### src/lsds_pkg.sv
// constants for the local-oscillator synthesizer control and block standby logic
// assumes a single 25 MHz clock and register access over the serial control port
package lsds_pkg;

  // ----------------------------------------------------------------
  // register addresses
  // ----------------------------------------------------------------
  localparam logic [6:0] ADDR_STANDBY  = 7'h00;
  localparam logic [6:0] ADDR_REFDIV_H = 7'h08;
  localparam logic [6:0] ADDR_REFDIV_L = 7'h09;
  localparam logic [6:0] ADDR_SWALLOW  = 7'h0a;
  localparam logic [6:0] ADDR_CYCLES_L = 7'h0b;
  localparam logic [6:0] ADDR_PUMPCTL  = 7'h0c;
  localparam logic [6:0] ADDR_FADIV_H  = 7'h0d;
  localparam logic [6:0] ADDR_FADIV_L  = 7'h0e;

  // ----------------------------------------------------------------
  // reset values
  // ----------------------------------------------------------------
  localparam logic [7:0]  RST_STANDBY  = 8'hff;
  localparam logic [13:0] RST_REFDIV   = 14'h0038;
  localparam logic [2:0]  RST_SWALLOW  = 3'h5;
  localparam logic [12:0] RST_CYCLES   = 13'h001d;
  localparam logic [13:0] RST_FADIV    = 14'h0004;

  // ----------------------------------------------------------------
  // standby bit positions
  // ----------------------------------------------------------------
  localparam int SB_REF   = 7;
  localparam int SB_LO    = 6;
  localparam int SB_OSC   = 5;
  localparam int SB_CKSYN = 4;
  localparam int SB_GAIN  = 3;
  localparam int SB_FRONT = 2;
  localparam int SB_SPARE = 1;
  localparam int SB_ADC   = 0;
  // every implemented standby bit; the spare bit takes no part
  localparam logic [7:0] SB_USED_MASK = 8'hfd;

  // ----------------------------------------------------------------
  // pump control field positions
  // ----------------------------------------------------------------
  localparam int PC_FAST = 6;
  localparam int PC_INV  = 5;
  localparam int PC_CODE_LO = 2;
  localparam int PC_TM_LO   = 0;

  // ----------------------------------------------------------------
  // dividers and pump
  // ----------------------------------------------------------------
  localparam logic [3:0] PRESC_HIGH   = 4'h9;
  localparam logic [3:0] PRESC_LOW    = 4'h8;
  localparam logic [3:0] PUMP_MAX     = 4'h8;
  localparam logic [3:0] PUMP_FA_MIN  = 4'h2;
  localparam int         SPI_BITS     = 16;

  typedef enum logic [1:0] {
    LSDS_SPI_IDLE = 2'b00,
    LSDS_SPI_ADDR = 2'b01,
    LSDS_SPI_DATA = 2'b11
  } lsds_spi_e;

endpackage : lsds_pkg

### src/lsds_edge_div.sv
// programmable divider: one pulse for every divisor ticks
// assumes tick is a one-cycle pulse on clk; a divisor of zero acts as one
`timescale 1ns/1ps
module lsds_edge_div #(
  parameter int W = 14
) (
  input  wire logic         clk,
  input  wire logic         rst,
  input  wire logic         en,
  input  wire logic         tick,
  input  wire logic [W-1:0] divisor,
  output logic              pulse
);

  logic [W-1:0] count_r;
  logic [W-1:0] count_nxt;
  logic         pulse_nxt;

  always_comb begin
    count_nxt = count_r;
    pulse_nxt = 1'b0;
    if (!en) begin
      count_nxt = '0;
    end else if (tick) begin
      // compare before increment so the divisor may change between pulses
      if (count_r + W'(1) >= divisor) begin
        count_nxt = '0;
        pulse_nxt = 1'b1;
      end else begin
        count_nxt = count_r + W'(1);
      end
    end
  end

  always_ff @(posedge clk) begin
    if (rst) begin
      count_r <= '0;
      pulse   <= 1'b0;
    end else begin
      count_r <= count_nxt;
      pulse   <= pulse_nxt;
    end
  end

endmodule : lsds_edge_div

### src/lsds_synth_ctrl.sv
// top of the LO synthesizer digital control with the standby register
// assumes reference, LO and serial port pins are asynchronous to clk
`timescale 1ns/1ps
module lsds_synth_ctrl #(
  parameter int REF_W = 14,
  parameter int CYC_W = 13
) (
  input  wire logic       clk,
  input  wire logic       rst,
  input  wire logic       spiSclk,
  input  wire logic       spiMosi,
  input  wire logic       spiSelN,
  output logic            spiMiso,
  output logic            spiMisoOe,
  input  wire logic       refIn,
  input  wire logic       loIn,
  output logic            pumpUp,
  output logic            pumpDown,
  output logic            pumpOutputPinOe,
  output logic [3:0]      pumpSteps,
  output logic            refOff,
  output logic            loSynthOff,
  output logic            oscillatorStandby,
  output logic            samplingSynthStandby,
  output logic            gainDacStandby,
  output logic            gainDacOe,
  output logic            frontEndStandby,
  output logic            adcOff,
  output logic            filterClkRun,
  output logic            digitalHold,
  output logic            clkBufferOff,
  output logic            mainRefStandby
);

  // ----------------------------------------------------------------
  // input synchronisers
  // ----------------------------------------------------------------
  logic [4:0] syncA_r;
  logic [4:0] syncB_r;
  logic [4:0] syncC_r;

  always_ff @(posedge clk) begin
    if (rst) begin
      syncA_r <= 5'h10;
      syncB_r <= 5'h10;
      syncC_r <= 5'h10;
    end else begin
      syncA_r <= {spiSelN, spiSclk, spiMosi, loIn, refIn};
      syncB_r <= syncA_r;
      syncC_r <= syncB_r;
    end
  end

  logic refRise;
  logic loRise;
  logic sclkRise;
  logic sclkFall;
  logic selN;
  assign refRise  = syncB_r[0] & ~syncC_r[0];
  assign loRise   = syncB_r[1] & ~syncC_r[1];
  assign sclkRise = syncB_r[3] & ~syncC_r[3];
  assign sclkFall = ~syncB_r[3] & syncC_r[3];
  assign selN     = syncB_r[4];

  // ----------------------------------------------------------------
  // serial port and register file
  // ----------------------------------------------------------------
  lsds_pkg::lsds_spi_e spiState_r;
  lsds_pkg::lsds_spi_e spiState_nxt;
  logic [4:0]  bitCnt_r,   bitCnt_nxt;
  logic [7:0]  shiftIn_r,  shiftIn_nxt;
  logic [7:0]  shiftOut_r, shiftOut_nxt;
  logic [7:0]  cmd_r,      cmd_nxt;
  logic        miso_r,     miso_nxt;
  logic        misoOe_r,   misoOe_nxt;
  logic [7:0]  standby_r,  standby_nxt;
  logic [REF_W-1:0] refDiv_r, refDiv_nxt;
  logic [2:0]  swallow_r,  swallow_nxt;
  logic [CYC_W-1:0] cycles_r, cycles_nxt;
  logic        fastEn_r,   fastEn_nxt;
  logic        pumpInv_r,  pumpInv_nxt;
  logic [2:0]  pumpCode_r, pumpCode_nxt;
  logic [1:0]  testMode_r, testMode_nxt;
  logic [REF_W-1:0] faDiv_r, faDiv_nxt;
  logic [7:0]  readData;
  logic [7:0]  wrByte;

  // byte as it stands once the bit on the pin is shifted in
  assign wrByte = {shiftIn_r[6:0], syncB_r[2]};

  // ----------------------------------------------------------------
  // read mux
  // ----------------------------------------------------------------
  // decoded with the last address bit still on the pin, so data is ready for the first fall
  always_comb begin
    readData = 8'h00;
    if (wrByte[6:0] == lsds_pkg::ADDR_STANDBY) begin
      readData = standby_r;
    end else if (wrByte[6:0] == lsds_pkg::ADDR_REFDIV_H) begin
      readData = {2'h0, refDiv_r[13:8]};
    end else if (wrByte[6:0] == lsds_pkg::ADDR_REFDIV_L) begin
      readData = refDiv_r[7:0];
    end else if (wrByte[6:0] == lsds_pkg::ADDR_SWALLOW) begin
      readData = {swallow_r, cycles_r[12:8]};
    end else if (wrByte[6:0] == lsds_pkg::ADDR_CYCLES_L) begin
      readData = cycles_r[7:0];
    end else if (wrByte[6:0] == lsds_pkg::ADDR_PUMPCTL) begin
      readData = {1'b0, fastEn_r, pumpInv_r, pumpCode_r, testMode_r};
    end else if (wrByte[6:0] == lsds_pkg::ADDR_FADIV_H) begin
      readData = {2'h0, faDiv_r[13:8]};
    end else if (wrByte[6:0] == lsds_pkg::ADDR_FADIV_L) begin
      readData = faDiv_r[7:0];
    end
  end

  always_comb begin
    spiState_nxt = spiState_r;
    bitCnt_nxt   = bitCnt_r;
    shiftIn_nxt  = shiftIn_r;
    shiftOut_nxt = shiftOut_r;
    cmd_nxt      = cmd_r;
    miso_nxt     = miso_r;
    misoOe_nxt   = misoOe_r;
    standby_nxt  = standby_r;
    refDiv_nxt   = refDiv_r;
    swallow_nxt  = swallow_r;
    cycles_nxt   = cycles_r;
    fastEn_nxt   = fastEn_r;
    pumpInv_nxt  = pumpInv_r;
    pumpCode_nxt = pumpCode_r;
    testMode_nxt = testMode_r;
    faDiv_nxt    = faDiv_r;
    if (selN) begin
      spiState_nxt = lsds_pkg::LSDS_SPI_IDLE;
      bitCnt_nxt   = '0;
      misoOe_nxt   = 1'b0;
    end else begin
      case (spiState_r)
        lsds_pkg::LSDS_SPI_IDLE: begin
          spiState_nxt = lsds_pkg::LSDS_SPI_ADDR;
        end
        lsds_pkg::LSDS_SPI_ADDR: begin
          if (sclkRise) begin
            shiftIn_nxt = wrByte;
            bitCnt_nxt  = bitCnt_r + 5'h1;
            if (bitCnt_r == 5'h7) begin
              cmd_nxt      = wrByte;
              spiState_nxt = lsds_pkg::LSDS_SPI_DATA;
            end
          end
        end
        lsds_pkg::LSDS_SPI_DATA: begin
          // first data bit goes out on the falling edge after the command byte
          if (sclkFall && cmd_r[7]) begin
            misoOe_nxt   = 1'b1;
            miso_nxt     = shiftOut_r[7];
            shiftOut_nxt = {shiftOut_r[6:0], 1'b0};
          end
          if (sclkRise) begin
            shiftIn_nxt = wrByte;
            bitCnt_nxt  = bitCnt_r + 5'h1;
            if (bitCnt_r == 5'(lsds_pkg::SPI_BITS - 1)) begin
              spiState_nxt = lsds_pkg::LSDS_SPI_IDLE;
              if (!cmd_r[7]) begin
                if (cmd_r[6:0] == lsds_pkg::ADDR_STANDBY) begin
                  standby_nxt = wrByte;
                  standby_nxt[lsds_pkg::SB_SPARE] = standby_r[lsds_pkg::SB_SPARE];
                end else if (cmd_r[6:0] == lsds_pkg::ADDR_REFDIV_H) begin
                  refDiv_nxt[13:8] = wrByte[5:0];
                end else if (cmd_r[6:0] == lsds_pkg::ADDR_REFDIV_L) begin
                  refDiv_nxt[7:0] = wrByte;
                end else if (cmd_r[6:0] == lsds_pkg::ADDR_SWALLOW) begin
                  swallow_nxt       = wrByte[7:5];
                  cycles_nxt[12:8]  = wrByte[4:0];
                end else if (cmd_r[6:0] == lsds_pkg::ADDR_CYCLES_L) begin
                  cycles_nxt[7:0] = wrByte;
                end else if (cmd_r[6:0] == lsds_pkg::ADDR_PUMPCTL) begin
                  fastEn_nxt   = wrByte[lsds_pkg::PC_FAST];
                  pumpInv_nxt  = wrByte[lsds_pkg::PC_INV];
                  pumpCode_nxt = wrByte[lsds_pkg::PC_CODE_LO +: 3];
                  testMode_nxt = wrByte[lsds_pkg::PC_TM_LO +: 2];
                end else if (cmd_r[6:0] == lsds_pkg::ADDR_FADIV_H) begin
                  faDiv_nxt[13:8] = wrByte[5:0];
                end else if (cmd_r[6:0] == lsds_pkg::ADDR_FADIV_L) begin
                  faDiv_nxt[7:0] = wrByte;
                end
              end
            end
          end
        end
        default: begin
          spiState_nxt = lsds_pkg::LSDS_SPI_IDLE;
        end
      endcase
    end
    if (spiState_r == lsds_pkg::LSDS_SPI_ADDR && sclkRise && bitCnt_r == 5'h7) begin
      shiftOut_nxt = readData;
    end
  end

  always_ff @(posedge clk) begin
    if (rst) begin
      spiState_r <= lsds_pkg::LSDS_SPI_IDLE;
      bitCnt_r   <= '0;
      shiftIn_r  <= 8'h00;
      shiftOut_r <= 8'h00;
      cmd_r      <= 8'h00;
      miso_r     <= 1'b0;
      misoOe_r   <= 1'b0;
      standby_r  <= lsds_pkg::RST_STANDBY;
      refDiv_r   <= lsds_pkg::RST_REFDIV;
      swallow_r  <= lsds_pkg::RST_SWALLOW;
      cycles_r   <= lsds_pkg::RST_CYCLES;
      fastEn_r   <= 1'b0;
      pumpInv_r  <= 1'b0;
      pumpCode_r <= 3'h0;
      testMode_r <= 2'h0;
      faDiv_r    <= lsds_pkg::RST_FADIV;
    end else begin
      spiState_r <= spiState_nxt;
      bitCnt_r   <= bitCnt_nxt;
      shiftIn_r  <= shiftIn_nxt;
      shiftOut_r <= shiftOut_nxt;
      cmd_r      <= cmd_nxt;
      miso_r     <= miso_nxt;
      misoOe_r   <= misoOe_nxt;
      standby_r  <= standby_nxt;
      refDiv_r   <= refDiv_nxt;
      swallow_r  <= swallow_nxt;
      cycles_r   <= cycles_nxt;
      fastEn_r   <= fastEn_nxt;
      pumpInv_r  <= pumpInv_nxt;
      pumpCode_r <= pumpCode_nxt;
      testMode_r <= testMode_nxt;
      faDiv_r    <= faDiv_nxt;
    end
  end

  assign spiMiso   = miso_r;
  assign spiMisoOe = misoOe_r;

  // ----------------------------------------------------------------
  // dividers
  // ----------------------------------------------------------------
  logic loRun;
  logic refPulse;
  logic faTick;
  logic prePulse;
  logic [CYC_W-1:0] cycCnt_r, cycCnt_nxt;
  logic        fbPulse_r, fbPulse_nxt;
  logic [3:0]  modulus;
  assign loRun = ~standby_r[lsds_pkg::SB_LO] & ~standby_r[lsds_pkg::SB_REF];

  lsds_edge_div #(.W(REF_W)) uRefDiv (
    .clk     (clk),
    .rst     (rst),
    .en      (loRun),
    .tick    (refRise),
    .divisor (refDiv_r),
    .pulse   (refPulse)
  );

  lsds_edge_div #(.W(REF_W)) uFaDiv (
    .clk     (clk),
    .rst     (rst),
    .en      (loRun),
    .tick    (refRise),
    .divisor (faDiv_r),
    .pulse   (faTick)
  );

  assign modulus = (CYC_W'(swallow_r) > cycCnt_r) ? lsds_pkg::PRESC_HIGH
                                                  : lsds_pkg::PRESC_LOW;

  lsds_edge_div #(.W(4)) uPresc (
    .clk     (clk),
    .rst     (rst),
    .en      (loRun),
    .tick    (loRise),
    .divisor (modulus),
    .pulse   (prePulse)
  );

  always_comb begin
    cycCnt_nxt  = cycCnt_r;
    fbPulse_nxt = 1'b0;
    if (!loRun) begin
      cycCnt_nxt = '0;
    end else if (prePulse) begin
      if (cycCnt_r + CYC_W'(1) >= cycles_r) begin
        cycCnt_nxt  = '0;
        fbPulse_nxt = 1'b1;
      end else begin
        cycCnt_nxt = cycCnt_r + CYC_W'(1);
      end
    end
  end

  // ----------------------------------------------------------------
  // phase-frequency detector and pump current
  // ----------------------------------------------------------------
  logic       up_r,    up_nxt;
  logic       down_r,  down_nxt;
  logic [3:0] width_r, width_nxt;
  logic [3:0] steps_r, steps_nxt;
  logic [3:0] nominal;
  logic [3:0] boosted;

  assign nominal = {1'b0, pumpCode_r} + 4'h1;

  always_comb begin
    up_nxt    = up_r;
    down_nxt  = down_r;
    width_nxt = width_r;
    steps_nxt = steps_r;
    boosted   = nominal;
    if (width_r + 4'h1 > boosted) begin
      boosted = width_r + 4'h1;
    end
    if (boosted < lsds_pkg::PUMP_FA_MIN) begin
      boosted = lsds_pkg::PUMP_FA_MIN;
    end
    if (boosted > lsds_pkg::PUMP_MAX) begin
      boosted = lsds_pkg::PUMP_MAX;
    end
    if (!loRun) begin
      up_nxt    = 1'b0;
      down_nxt  = 1'b0;
      width_nxt = '0;
      steps_nxt = nominal;
    end else begin
      // set on edges, clear when both
      if (refPulse) begin
        up_nxt = 1'b1;
      end
      if (fbPulse_r) begin
        down_nxt = 1'b1;
      end
      if (up_nxt && down_nxt) begin
        up_nxt   = 1'b0;
        down_nxt = 1'b0;
      end
      if ((up_r || down_r) && faTick && width_r < lsds_pkg::PUMP_MAX) begin
        width_nxt = width_r + 4'h1;
      end
      if ((up_r || down_r) && !(up_nxt || down_nxt)) begin
        steps_nxt = fastEn_r ? boosted : nominal;
        width_nxt = '0;
      end else if (!(up_r || down_r)) begin
        // hold the boost chosen for the coming pulse unless fast acquire is off
        steps_nxt = fastEn_r ? steps_r : nominal;
      end
    end
  end

  always_ff @(posedge clk) begin
    if (rst) begin
      cycCnt_r  <= '0;
      fbPulse_r <= 1'b0;
      up_r      <= 1'b0;
      down_r    <= 1'b0;
      width_r   <= '0;
      steps_r   <= 4'h1;
    end else begin
      cycCnt_r  <= cycCnt_nxt;
      fbPulse_r <= fbPulse_nxt;
      up_r      <= up_nxt;
      down_r    <= down_nxt;
      width_r   <= width_nxt;
      steps_r   <= steps_nxt;
    end
  end

  assign pumpUp          = pumpInv_r ? down_r : up_r;
  assign pumpDown        = pumpInv_r ? up_r : down_r;
  assign pumpOutputPinOe = loRun;
  assign pumpSteps       = steps_r;

  // ----------------------------------------------------------------
  // standby effects
  // ----------------------------------------------------------------
  // reference and bias off
  assign refOff               = standby_r[lsds_pkg::SB_REF];
  assign loSynthOff           = standby_r[lsds_pkg::SB_LO];
  assign oscillatorStandby    = standby_r[lsds_pkg::SB_OSC];
  assign samplingSynthStandby = standby_r[lsds_pkg::SB_CKSYN];
  assign gainDacStandby       = standby_r[lsds_pkg::SB_GAIN];
  assign gainDacOe            = ~standby_r[lsds_pkg::SB_GAIN] & ~standby_r[lsds_pkg::SB_REF];
  assign frontEndStandby      = standby_r[lsds_pkg::SB_FRONT];
  assign adcOff               = standby_r[lsds_pkg::SB_ADC];
  assign filterClkRun         = ~standby_r[lsds_pkg::SB_ADC];
  assign digitalHold          = standby_r[lsds_pkg::SB_ADC];
  assign clkBufferOff         = standby_r[lsds_pkg::SB_ADC] & standby_r[lsds_pkg::SB_CKSYN];
  assign mainRefStandby       = &(standby_r | ~lsds_pkg::SB_USED_MASK);

endmodule : lsds_synth_ctrl

### config.mk
export PLATFORM = sky130hd
export DESIGN_NAME = lsds_synth_ctrl
export DESIGN_NICKNAME = d
export VERILOG_FILES = /design/src/lsds_pkg.sv /design/src/lsds_edge_div.sv /design/src/lsds_synth_ctrl.sv
export SDC_FILE = /design/constraint.sdc
export NUM_CORES = 1
export LEC_CHECK = 0
export ABC_AREA = 1
export BUFFER_PORTS_ARGS = -buffer_cell sky130_fd_sc_hd__buf_4
export CORE_MARGIN = 2
export CORE_UTILIZATION = 30
export DETAILED_ROUTE_END_ITERATION = 7
export SETUP_SLACK_MARGIN = 0.02
export SLEW_MARGIN = 20
export SYNTH_ARGS = -nofsm -noshare
export SYNTH_HDL_FRONTEND = slang
export SYNTH_HIERARCHICAL = 1
export SYNTH_SLANG_ARGS = --single-unit
export TNS_END_PERCENT = 5
### constraint.sdc
create_clock -name clk -period 3.2 [get_ports clk]
set_input_delay 0.16 -clock clk [delete_from_list [all_inputs] [get_ports clk]]
set_output_delay 0.16 -clock clk [all_outputs]
set_load 0.005 [all_outputs]
After elaboration in Yosys (flattened, before gate mapping)
Cells that the tools add are included.

Register bits after elaboration: 163. Input port bits: 7.

Bitwise logic cells: 28. Equality and inequality tests: 25. Muxes and demuxes: 44. Reduce and logical (&&, ||, !) cells: 39. Magnitude comparators: 9. Add/sub/neg operators: 7.

Operators with widths (count): $eq A7 B4 Y1 const B (14); $mux W8 (12); $mux W4 (9); $add A14 B1 Y14 const B (2); $ge A14 B14 Y1 (2); $mux W14 (2); $not A1 Y1 (21); $mux W1 (15); $logic_not A7 Y1 (2); $reduce_and A7 Y1 (2); $add A13 B1 Y13 const B (1); $ge A13 B13 Y1 (1); $gt A3 B13 Y1 (1); $mux W13 (1); $reduce_and A13 Y1 (1); $reduce_and A12 Y1 (1); $reduce_or A3 Y1 (4); $reduce_and A11 Y1 (1); $reduce_and A10 Y1 (1); $reduce_and A3 Y1 (3); $reduce_and A9 Y1 (1); $add A4 B1 Y4 const B (2); $mux W2 (4); $reduce_and A4 Y1 (2); other kinds (25) (47).

Longest topological paths before layout
Gate-level depths: netlist of run 1.

Depth after elaboration: 11. Depth in mapped cells: 20. Mapped depth without buffers: 19.

By module
Netlist of run 1, hierarchy kept.

By module, submodules not included: lsds_synth_ctrl (times used 1, cells each 866, seq. area each 2542.4 µm², area an instance 6458.7 µm²); lsds_edge_div at uFaDiv ... (times used 2, cells each 212, seq. area each 300.3 µm², area an instance 1393.8 µm²); lsds_edge_div at uPresc (times used 1, cells each 51, seq. area each 100.1 µm², area an instance 350.3 µm²).

Worst setup path before layout of run 1
Ideal clock, no wire load.

Kind: register to register. Start: register cycCnt_r[0]. End: register cycCnt_r[10]. Path slack: 0.739 ns. Arrival: 2.329 ns. Cell stages (with the launch flop): 18. Clock period less this slack: 2.461 ns. Library setup time: 0.132 ns. Required time: 3.068 ns. Path through: dfxtp_1 ha_1 nand2_1 inv_1 nand3_1 nor2_1 nand3_1 xor2_1 inv_1 ha_1 nand2_1 nor4_1 nand4_1 nand3_1 inv_1 buf_2 nand3_1 a21oi_1.

Longest elaborated chain between the ends: 3.

RTL lines: from (decl) (line lsds_synth_ctrl.sv:249) `logic [CYC_W-1:0] cycCnt_r, cycCnt_nxt;`; from (signal assigned) (line lsds_synth_ctrl.sv:365) `cycCnt_r <= cycCnt_nxt;`; $add A13 B1 Y13 (*) (line lsds_synth_ctrl.sv:290, lsds_synth_ctrl.sv:294); $ge A13 B13 Y1 (line lsds_synth_ctrl.sv:290) `if (cycCnt_r + CYC_W'(1) >= cycles_r) begin`; $mux W13 (*) (line lsds_synth_ctrl.sv:290).

Every way passes the cells marked *; elsewhere a longest branch is shown, timed or not. A chain may end at the register's enable or synchronous reset.

Worst setup path in the final report of run 1
Start: register cycCnt_r[0]. End: register cycCnt_r[3].

Same word-level chain as after synthesis.

==> results by group, run 1 <==
Status
  – Outcome: finished clean

Logic synthesis
  – Yosys cell types: 54
  – Post-Syn Area: between 9000 and 10000 um2
  – Synth Instances: ~1300
  – Yosys top cell by area: dfxtp_1
  – Synth area leaders: dfxtp_1 34%, nand2_1 10%, inv_1 8.2%
  – Synthesized flop and latch total: about 160
  – Post-synthesis sequential area ratio: between 30% and 40%
  – YS warnings: 6
  – Top-area cell type share of the netlist area: between 30% and 40%
  – Syn Area/Cell: 7.16 um2

Finish
  – Finished Cell Area: 10800 um2
  – Share of layout cells above drive strength 1: around 15%
  – Final Util: 34.3%
  – Layout net count: around 1400
  – Non-Filler Instances: roughly 1800
  – Most frequent cells in the layout: 266 x nand2_1, 209 x inv_1, 162 x dfxtp_1
  – Ant. Diodes: 0
  – Commonest non-fill, non-tap cell in the layout: nand2_1
  – Area growth syn-to-layout: 12.7%

Worst setup path
  – Critical Path RT: approximately 3.5 ns
  – CP max stage delay: about 0.39 ns
  – Slowest cell on the critical path: dfxtp_1
  – Worst setup EP type: register
  – Worst path top cell family by delay: simple AND/OR/NAND/NOR gates
  – CP dominant cell by count: nand3_1
  – Crit start category: register
  – CP cell instances: ha_1, nand2_1, inv_1, nand3_1, nor2_1, nand3_1, xor2_1, inv_1, ha_1, nand2_1, nor4_2, nand4_1, nand3_2, clkinvlp_4, nand3_1, a21oi_1
  – CP Buf/Inv Count: 3
  – Crit Path Max Fanout: 7
  – CP Class: register to register
  – CP arrival: approximately 3.2 ns

Route
  – DR vias/cell: 4.69
  – DRC viols: 0
  – Final ANT Viol Nets: 0
  – Final WL: about 23000 um
  – DRC marker count from the first detailed-route iteration: 433
  – Routed length per placed instance: about 13 um
  – Pre-Repair DR Iteration Count: 5
  – Vias: 8360

Clock tree
  – CTS Root Buffer Type: clkbuf_16
  – Clk sink count: 162
  – Clock-pin slew on the worst setup and hold paths: ~0.070 ns
  – Number of setup buffers added after CTS: 0
  – Clk_lat worst skew: between 0.4 and 0.5 ns
  – H-tree Lvls: 4
  – CTS max path bufs: 2
  – CTS tree: yes
  – CTS buffer count: 17

Power and ir drop
  – Switch Pwr: around 1 mW
  – Pleak: between 4 and 5 nW
  – P_int: about 3.2 mW
  – Clock power frac: just under 50%
  – Sequential fraction of design power: 48.3%
  – Sw Share: between 20% and 30%
  – PwrDens: approximately 390 nW/um2
  – Peak supply drop: roughly 0.00029 V
  – Combinational Power Share: under 10%
  – Final Power: ~4.2 mW

Floorplan
  – Die Wd: ~180 um
  – Top Ports: 28
  – Initial Utilization: between 30% and 40%
  – Die Span Y: approximately 180 um
  – Core area: between 30000 and 40000 um2
  – # rows: 65
  – Total Die Area: approximately 33000 um2

Place
  – GPL Wtd Cong: about 0.85
  – Count of placed standard cells including taps: about 1700
  – Post-place instance area: ~10000 um2
  – Post-DP HPWL: approximately 17000 um
  – I/O Buffers: 27

Hold path
  – Min-Delay Path Class: primary input to register

STA
  – Worst clock skew: ~0.016 ns
  – Hold Fails Final Rpt: 0
  – Period Utilization, post-route: 89.3%
  – Rel. slew slack: 38.8%
  – Max frequency: between 300 and 400 MHz
  – Slew @ Worst Pin: 0.915 ns
  – Setup TNS: 0 ns
  – Post-layout minimum cycle time: approximately 2.9 ns
  – Max-slew violation count: 0
  – Unrepaired setup endpoints after global routing: no
  – Final setup fails: 0

Global routing
  – Global-route wire length before repair: between 30000 and 40000 um
  – Total gr overflow: 0
  – Overall global routing resource usage: approximately 14%
  – Vias in the first global route: 7663
  – Largest net degree at the start of global routing: 32
  – Initial antenna violation count: 0

Job
  – Max-cap viol count: 0
[area by class of cell]
cell class,count,area [um2]
clock inverters,14,165
repair inverters,1,7.51
inverters,234,883
flip-flops and latches,162,3240
fillers,3348,20700
repair buffers,40,313
clock buffers,18,429
well taps,402,503
multi-input cells,911,5270
[Yosys cell counts, drive strengths merged]
library cell  number
buf               22
a21o               2
o221ai             2
nor4               6
a211oi            27
and3               1
nand3             54
clkinv             3
nand3b             1
nand2            292
a2111oi            1
a31oi              4
o21ai             91
dfxtp            162
or2                5
xor2              21
conb               2
o21bai             1
xnor2              3
a21oi             92
nor2             167
ha                61
a31o               1
o22ai              1
nand4             24
nor3              22
o2111ai            1
o211ai            17
mux2i              5
nor3b              3
inv              231
and2               3
clkbuf            13
[final timing paths]
kind / cells after the start / start / to / slack [ns]
hold / removal: 2 / rst / syncC_r[3]$_SDFF_PP0_ / 0.1
hold reg to reg: 2 / syncA_r[2]$_SDFF_PP0_ / syncB_r[2]$_SDFF_PP0_ / 0.41
setup reg to reg: 16 / cycCnt_r[0]$_SDFFE_PP0P_ / cycCnt_r[3]$_SDFFE_PP0P_ / 0.34
setup / recovery: 16 / cycCnt_r[0]$_SDFFE_PP0P_ / cycCnt_r[3]$_SDFFE_PP0P_ / 0.34
[flip-flops by register name, indices dropped and copies added (netlist names), 7 cells and up]
| register | cells |
|---|---|
| shiftIn_r | 7 |
| shiftOut_r | 8 |
| cmd_r | 8 |
| uRefDiv/count_r | 14 |
| refDiv_r | 14 |
| cycles_r | 13 |
| cycCnt_r | 13 |
| uFaDiv/count_r | 14 |
| standby_r | 7 |
| faDiv_r | 14 |
[repair_timing]
action / in CTS / in global routing
hold endpoints to repair: 5 / 0
setup endpoints to repair: 0 / 12
resized for setup: 0 / 4
hold buffers: 5 / 0
[metrics by stage]
stage	hold WS, ns	setup slack, ns
after CTS	0.0904	0.329
after floorplan	0.264	0.739
after global routing	0.102	0.0311
after global placement	0.345	0.464
final	0.0993	0.341
after detailed placement	0.348	0.345
[logic make-up after synthesis]
kind of cell               count (synthesis)  synth area share [%]
AOI/OAI and AO/OA                        240                  15.4
xor gates and xnor gates                  24                  2.19
adders and majority gates                 61                  7.95
buffers and inverters                    269                  11.4
DFF                                      162                  33.8
muxes                                      5                 0.522
other                                      2                0.0783
and+or+nand+nor                          578                  28.6
[power groups by stage]
stage	clock network [mW]	logic, mW	registers [mW]
after floorplan	0	0.0670	2.07
after global placement	0	0.0899	2.07
after detailed placement	0	0.0906	2.07
after CTS	2.12	0.0959	2.02
after global routing	2.20	0.106	2.02
final	2.07	0.0955	2.03
[layer usage]
| metal | routed length (um) | global-route usage (%) | up-vias |
|---|---|---|---|
| li1 | - | - | 4372 |
| met1 | 10900 | 18.3 | 3820 |
| met2 | 11200 | 24.0 | 143 |
| met3 | 741 | 2.08 | 25 |
| met4 | 378 | 4.35 | 0 |
| met5 | 0 | 0 | - |
Power figures use the tool's default switching activity.
==> run 2: changes to the inputs <==
- clock period: 3.2 -> 2.61 ns (I/O delays scaled with it)
==> run 2 against run 1 <==
The run now ends with setup timing left. Flip-flop and latch count did not move. Sequential share of layout area fell by 1.1 points. Clock-buffer cell count rose by 2. Clock skew fell by 0.0045 ns. Non-clock buffer count rose by 28. Highest routed layer unchanged. Critical path type unchanged. Final cell count rose by 1.6%.
==> results by group, run 2 (synthesized netlist as in run 1, its figures left out) <==
Worst setup path
  – Worst path top cell family by delay: simple AND/OR/NAND/NOR gates
  – CP dominant cell by count: nand2_2
  – CP cell instances: inv_1, nor3_4, nand2_2, nor3_4, nand2_2, xor2_2, ha_1, nand2_2, nor4_2, nand4_1, nand3_4, inv_8, nand3_1, a21oi_2
  – CP Class: register to register
  – CP Buf/Inv Count: 2 (-1)
  – Crit start category: register
  – FF-to-FF setup slack: -0.02 ns (-0.36 ns)
  – Critical Path RT: 2.90 ns (-0.59 ns)
  – CP max stage delay: 0.35 ns (-0.04 ns)
  – Worst setup EP type: register
  – CP arrival: 2.92 ns (-0.23 ns)
  – Slowest cell on the critical path: dfxtp_2
  – Crit Path Max Fanout: 7 (unchanged)

Route
  – Vias: 8434 (+0.89%)
  – Final ANT Viol Nets: 0 (unchanged)
  – Pre-Repair DR Iteration Count: 5 (unchanged)
  – DRC marker count from the first detailed-route iteration: 474 (+9.5%)
  – Routed length per placed instance: 13.2 um (+1.1%)
  – Final WL: 23800 um (+2.6%)
  – DR vias/cell: 4.66 (-0.68%)
  – DRC viols: 0 (unchanged)

Clock tree
  – H-tree Lvls: 4 (unchanged)
  – Clock-pin slew on the worst setup and hold paths: 0.07 ns (about the same)
  – CTS buffer count: 17 (unchanged)
  – CTS tree: yes
  – Clk sink count: 162 (unchanged)
  – CTS max path bufs: 2 (unchanged)
  – CTS Root Buffer Type: clkbuf_16
  – Clk_lat worst skew: 0.43 ns (about the same)

Place
  – GPL Wtd Cong: 0.859 (+0.49%)
  – I/O Buffers: 27 (unchanged)
  – Post-DP HPWL: 17800 um (+1.6%)
  – Count of placed standard cells including taps: 1763 (+1.1%)
  – Post-place instance area: 10300 um2 (+1.9%)

Finish
  – Layout net count: 1463 (+2.0%)
  – Filler cell count in the final layout: 3338 (-0.30%)
  – Share of layout cells above drive strength 1: 19.5% (+4.1 points)
  – Area of the multi-input gates: 5440 um2 (+3.2%)
  – Ant. Diodes: 0 (unchanged)
  – Most frequent cells in the layout: 260 x nand2_1, 207 x inv_1, 156 x dfxtp_1
  – Commonest non-fill, non-tap cell in the layout: nand2_1
  – Final Util: 35.7% (+1.4 points)
  – Non-Filler Instances: 1810 (+1.6%)
  – Area growth syn-to-layout: 17.3%
  – Register area: 3250 um2 (+0.23%)
  – Finished Cell Area: 11300 um2 (+4.1%)

STA
  – Unrepaired setup endpoints after global routing: yes
  – Max frequency: 380 MHz (+8.6%)
  – Setup slack after layout: -0.0220 ns (-0.363 ns)
  – Period Utilization, post-route: 101% (+11 points)
  – Hold Fails Final Rpt: 0 (unchanged)
  – Slew @ Worst Pin: 0.866 ns (-0.0488 ns)
  – Setup TNS: -0.141 ns (-0.141 ns)
  – Rel. slew slack: 42.0% (+3.3 points)
  – Final setup fails: 12 (+12)
  – Post-layout minimum cycle time: 2.63 ns (-0.227 ns)
  – Worst clock skew: 0.0112 ns (-0.00447 ns)
  – Max-slew violation count: 0 (unchanged)

Status
  – Outcome: finished with violations
  – Failing checks: setup timing

Global routing
  – Overall global routing resource usage: 14.1% (about the same)
  – Total gr overflow: 0 (unchanged)
  – Vias in the first global route: 7759 (+1.3%)
  – Global-route wire length before repair: 38200 um (+0.20%)
  – Largest net degree at the start of global routing: 38 (+19%)
  – Initial antenna violation count: 0 (unchanged)

Floorplan
  – Total Die Area: 33400 um2 (unchanged)
  – Top Ports: 28 (unchanged)
  – Die Span Y: 183 um (unchanged)
  – Initial Utilization: 30.4% (unchanged)
  – Core area: 31600 um2 (unchanged)
  – # rows: 65 (unchanged)
  – Die Wd: 183 um (unchanged)

Power and ir drop
  – Final Power: 5.16 mW (+23%)
  – Pleak: 4.98 nW (+4.3%)
  – Peak supply drop: 0.000381 V (+31%)
  – PwrDens: 458 nW/um2 (+18%)

Job
  – Max-cap viol count: 0 (unchanged)

Hold path
  – Min-Delay Path Class: primary input to register
## run 2: changes by cell type in the layout (fill, tap and decap cells not counted), sizes merged
cell	change
clkinvlp	-2
clkbuf	+2
buf	+28
inv	-1
bufinv	+1
## run 2: path summary, 6_finish.rpt
| check | start | endpoint | cells after the start |
|---|---|---|---|
| worst max register to register | cycCnt_r[1]$_SDFFE_PP0P_ | cycCnt_r[1]$_SDFFE_PP0P_ | 14 |
| worst max-delay path | cycCnt_r[1]$_SDFFE_PP0P_ | cycCnt_r[1]$_SDFFE_PP0P_ | 14 |
| worst min register to register | syncA_r[3]$_SDFF_PP0_ | syncB_r[3]$_SDFF_PP0_ | 2 |
| worst min-delay path | rst | syncB_r[1]$_SDFF_PP0_ | 2 |
## run 2: layer usage
| layer | vias up | wire length, um | global-route usage, % |
|---|---|---|---|
| met2 | 129 | 11500 | 23.6 |
| met4 | 0 | 312 | 3.52 |
| li1 | 4409 | - | - |
| met3 | 25 | 691 | 2.50 |
| met1 | 3871 | 11300 | 18.7 |
| met5 | - | 0 | 0 |
## run 2: power breakdown
part	internal [mW]	switching (mW)
Sequential	2.48	0.00457
Clock	1.46	1.10
Combinational	0.0394	0.0796
## run 2: area by class of cell
cell class | instances | share of cell area, %
sequential | 162 | 28.9
inverter | 234 | 7.88
multi-input combinational | 911 | 48.3
timing repair buffer | 68 | 5.12
clock buffer | 20 | 3.97
tap | 402 | 4.47
clock inverter | 12 | 1.29
timing repair inverter | 1 | 0.0778
## run 2: worst register-to-register path, delay by kind of cell (launching register included)
kind                       cells  cell delay [ns]
DFF                            1             0.35
adders and majority gates      1             0.30
and+or+nand+nor                9             1.49
xor gates and xnor gates       1             0.16
AOI/OAI and AO/OA              1             0.05
buffers and inverters          2             0.15
## run 2: through the flow
stage / hold slack, ns / worst slack, ns
6_report: 0.0351 / -0.0220
5_1_grt: 0.0300 / -0.157
4_1_cts: 0.0323 / 0.0499
3_5_place_dp: 0.317 / -0.114
3_3_place_gp: 0.314 / -0.0446
2_1_floorplan: 0.234 / 0.149
## run 2: what timing repair did
item                                    CTS  global route
setup buffers                             0             9
gates resized for setup                   4            49
endpoints found under the setup margin   13            38
endpoints found under the hold margin     5             0
pin swaps                                 1            14
hold buffers                              5             0
gates cloned                              0             1
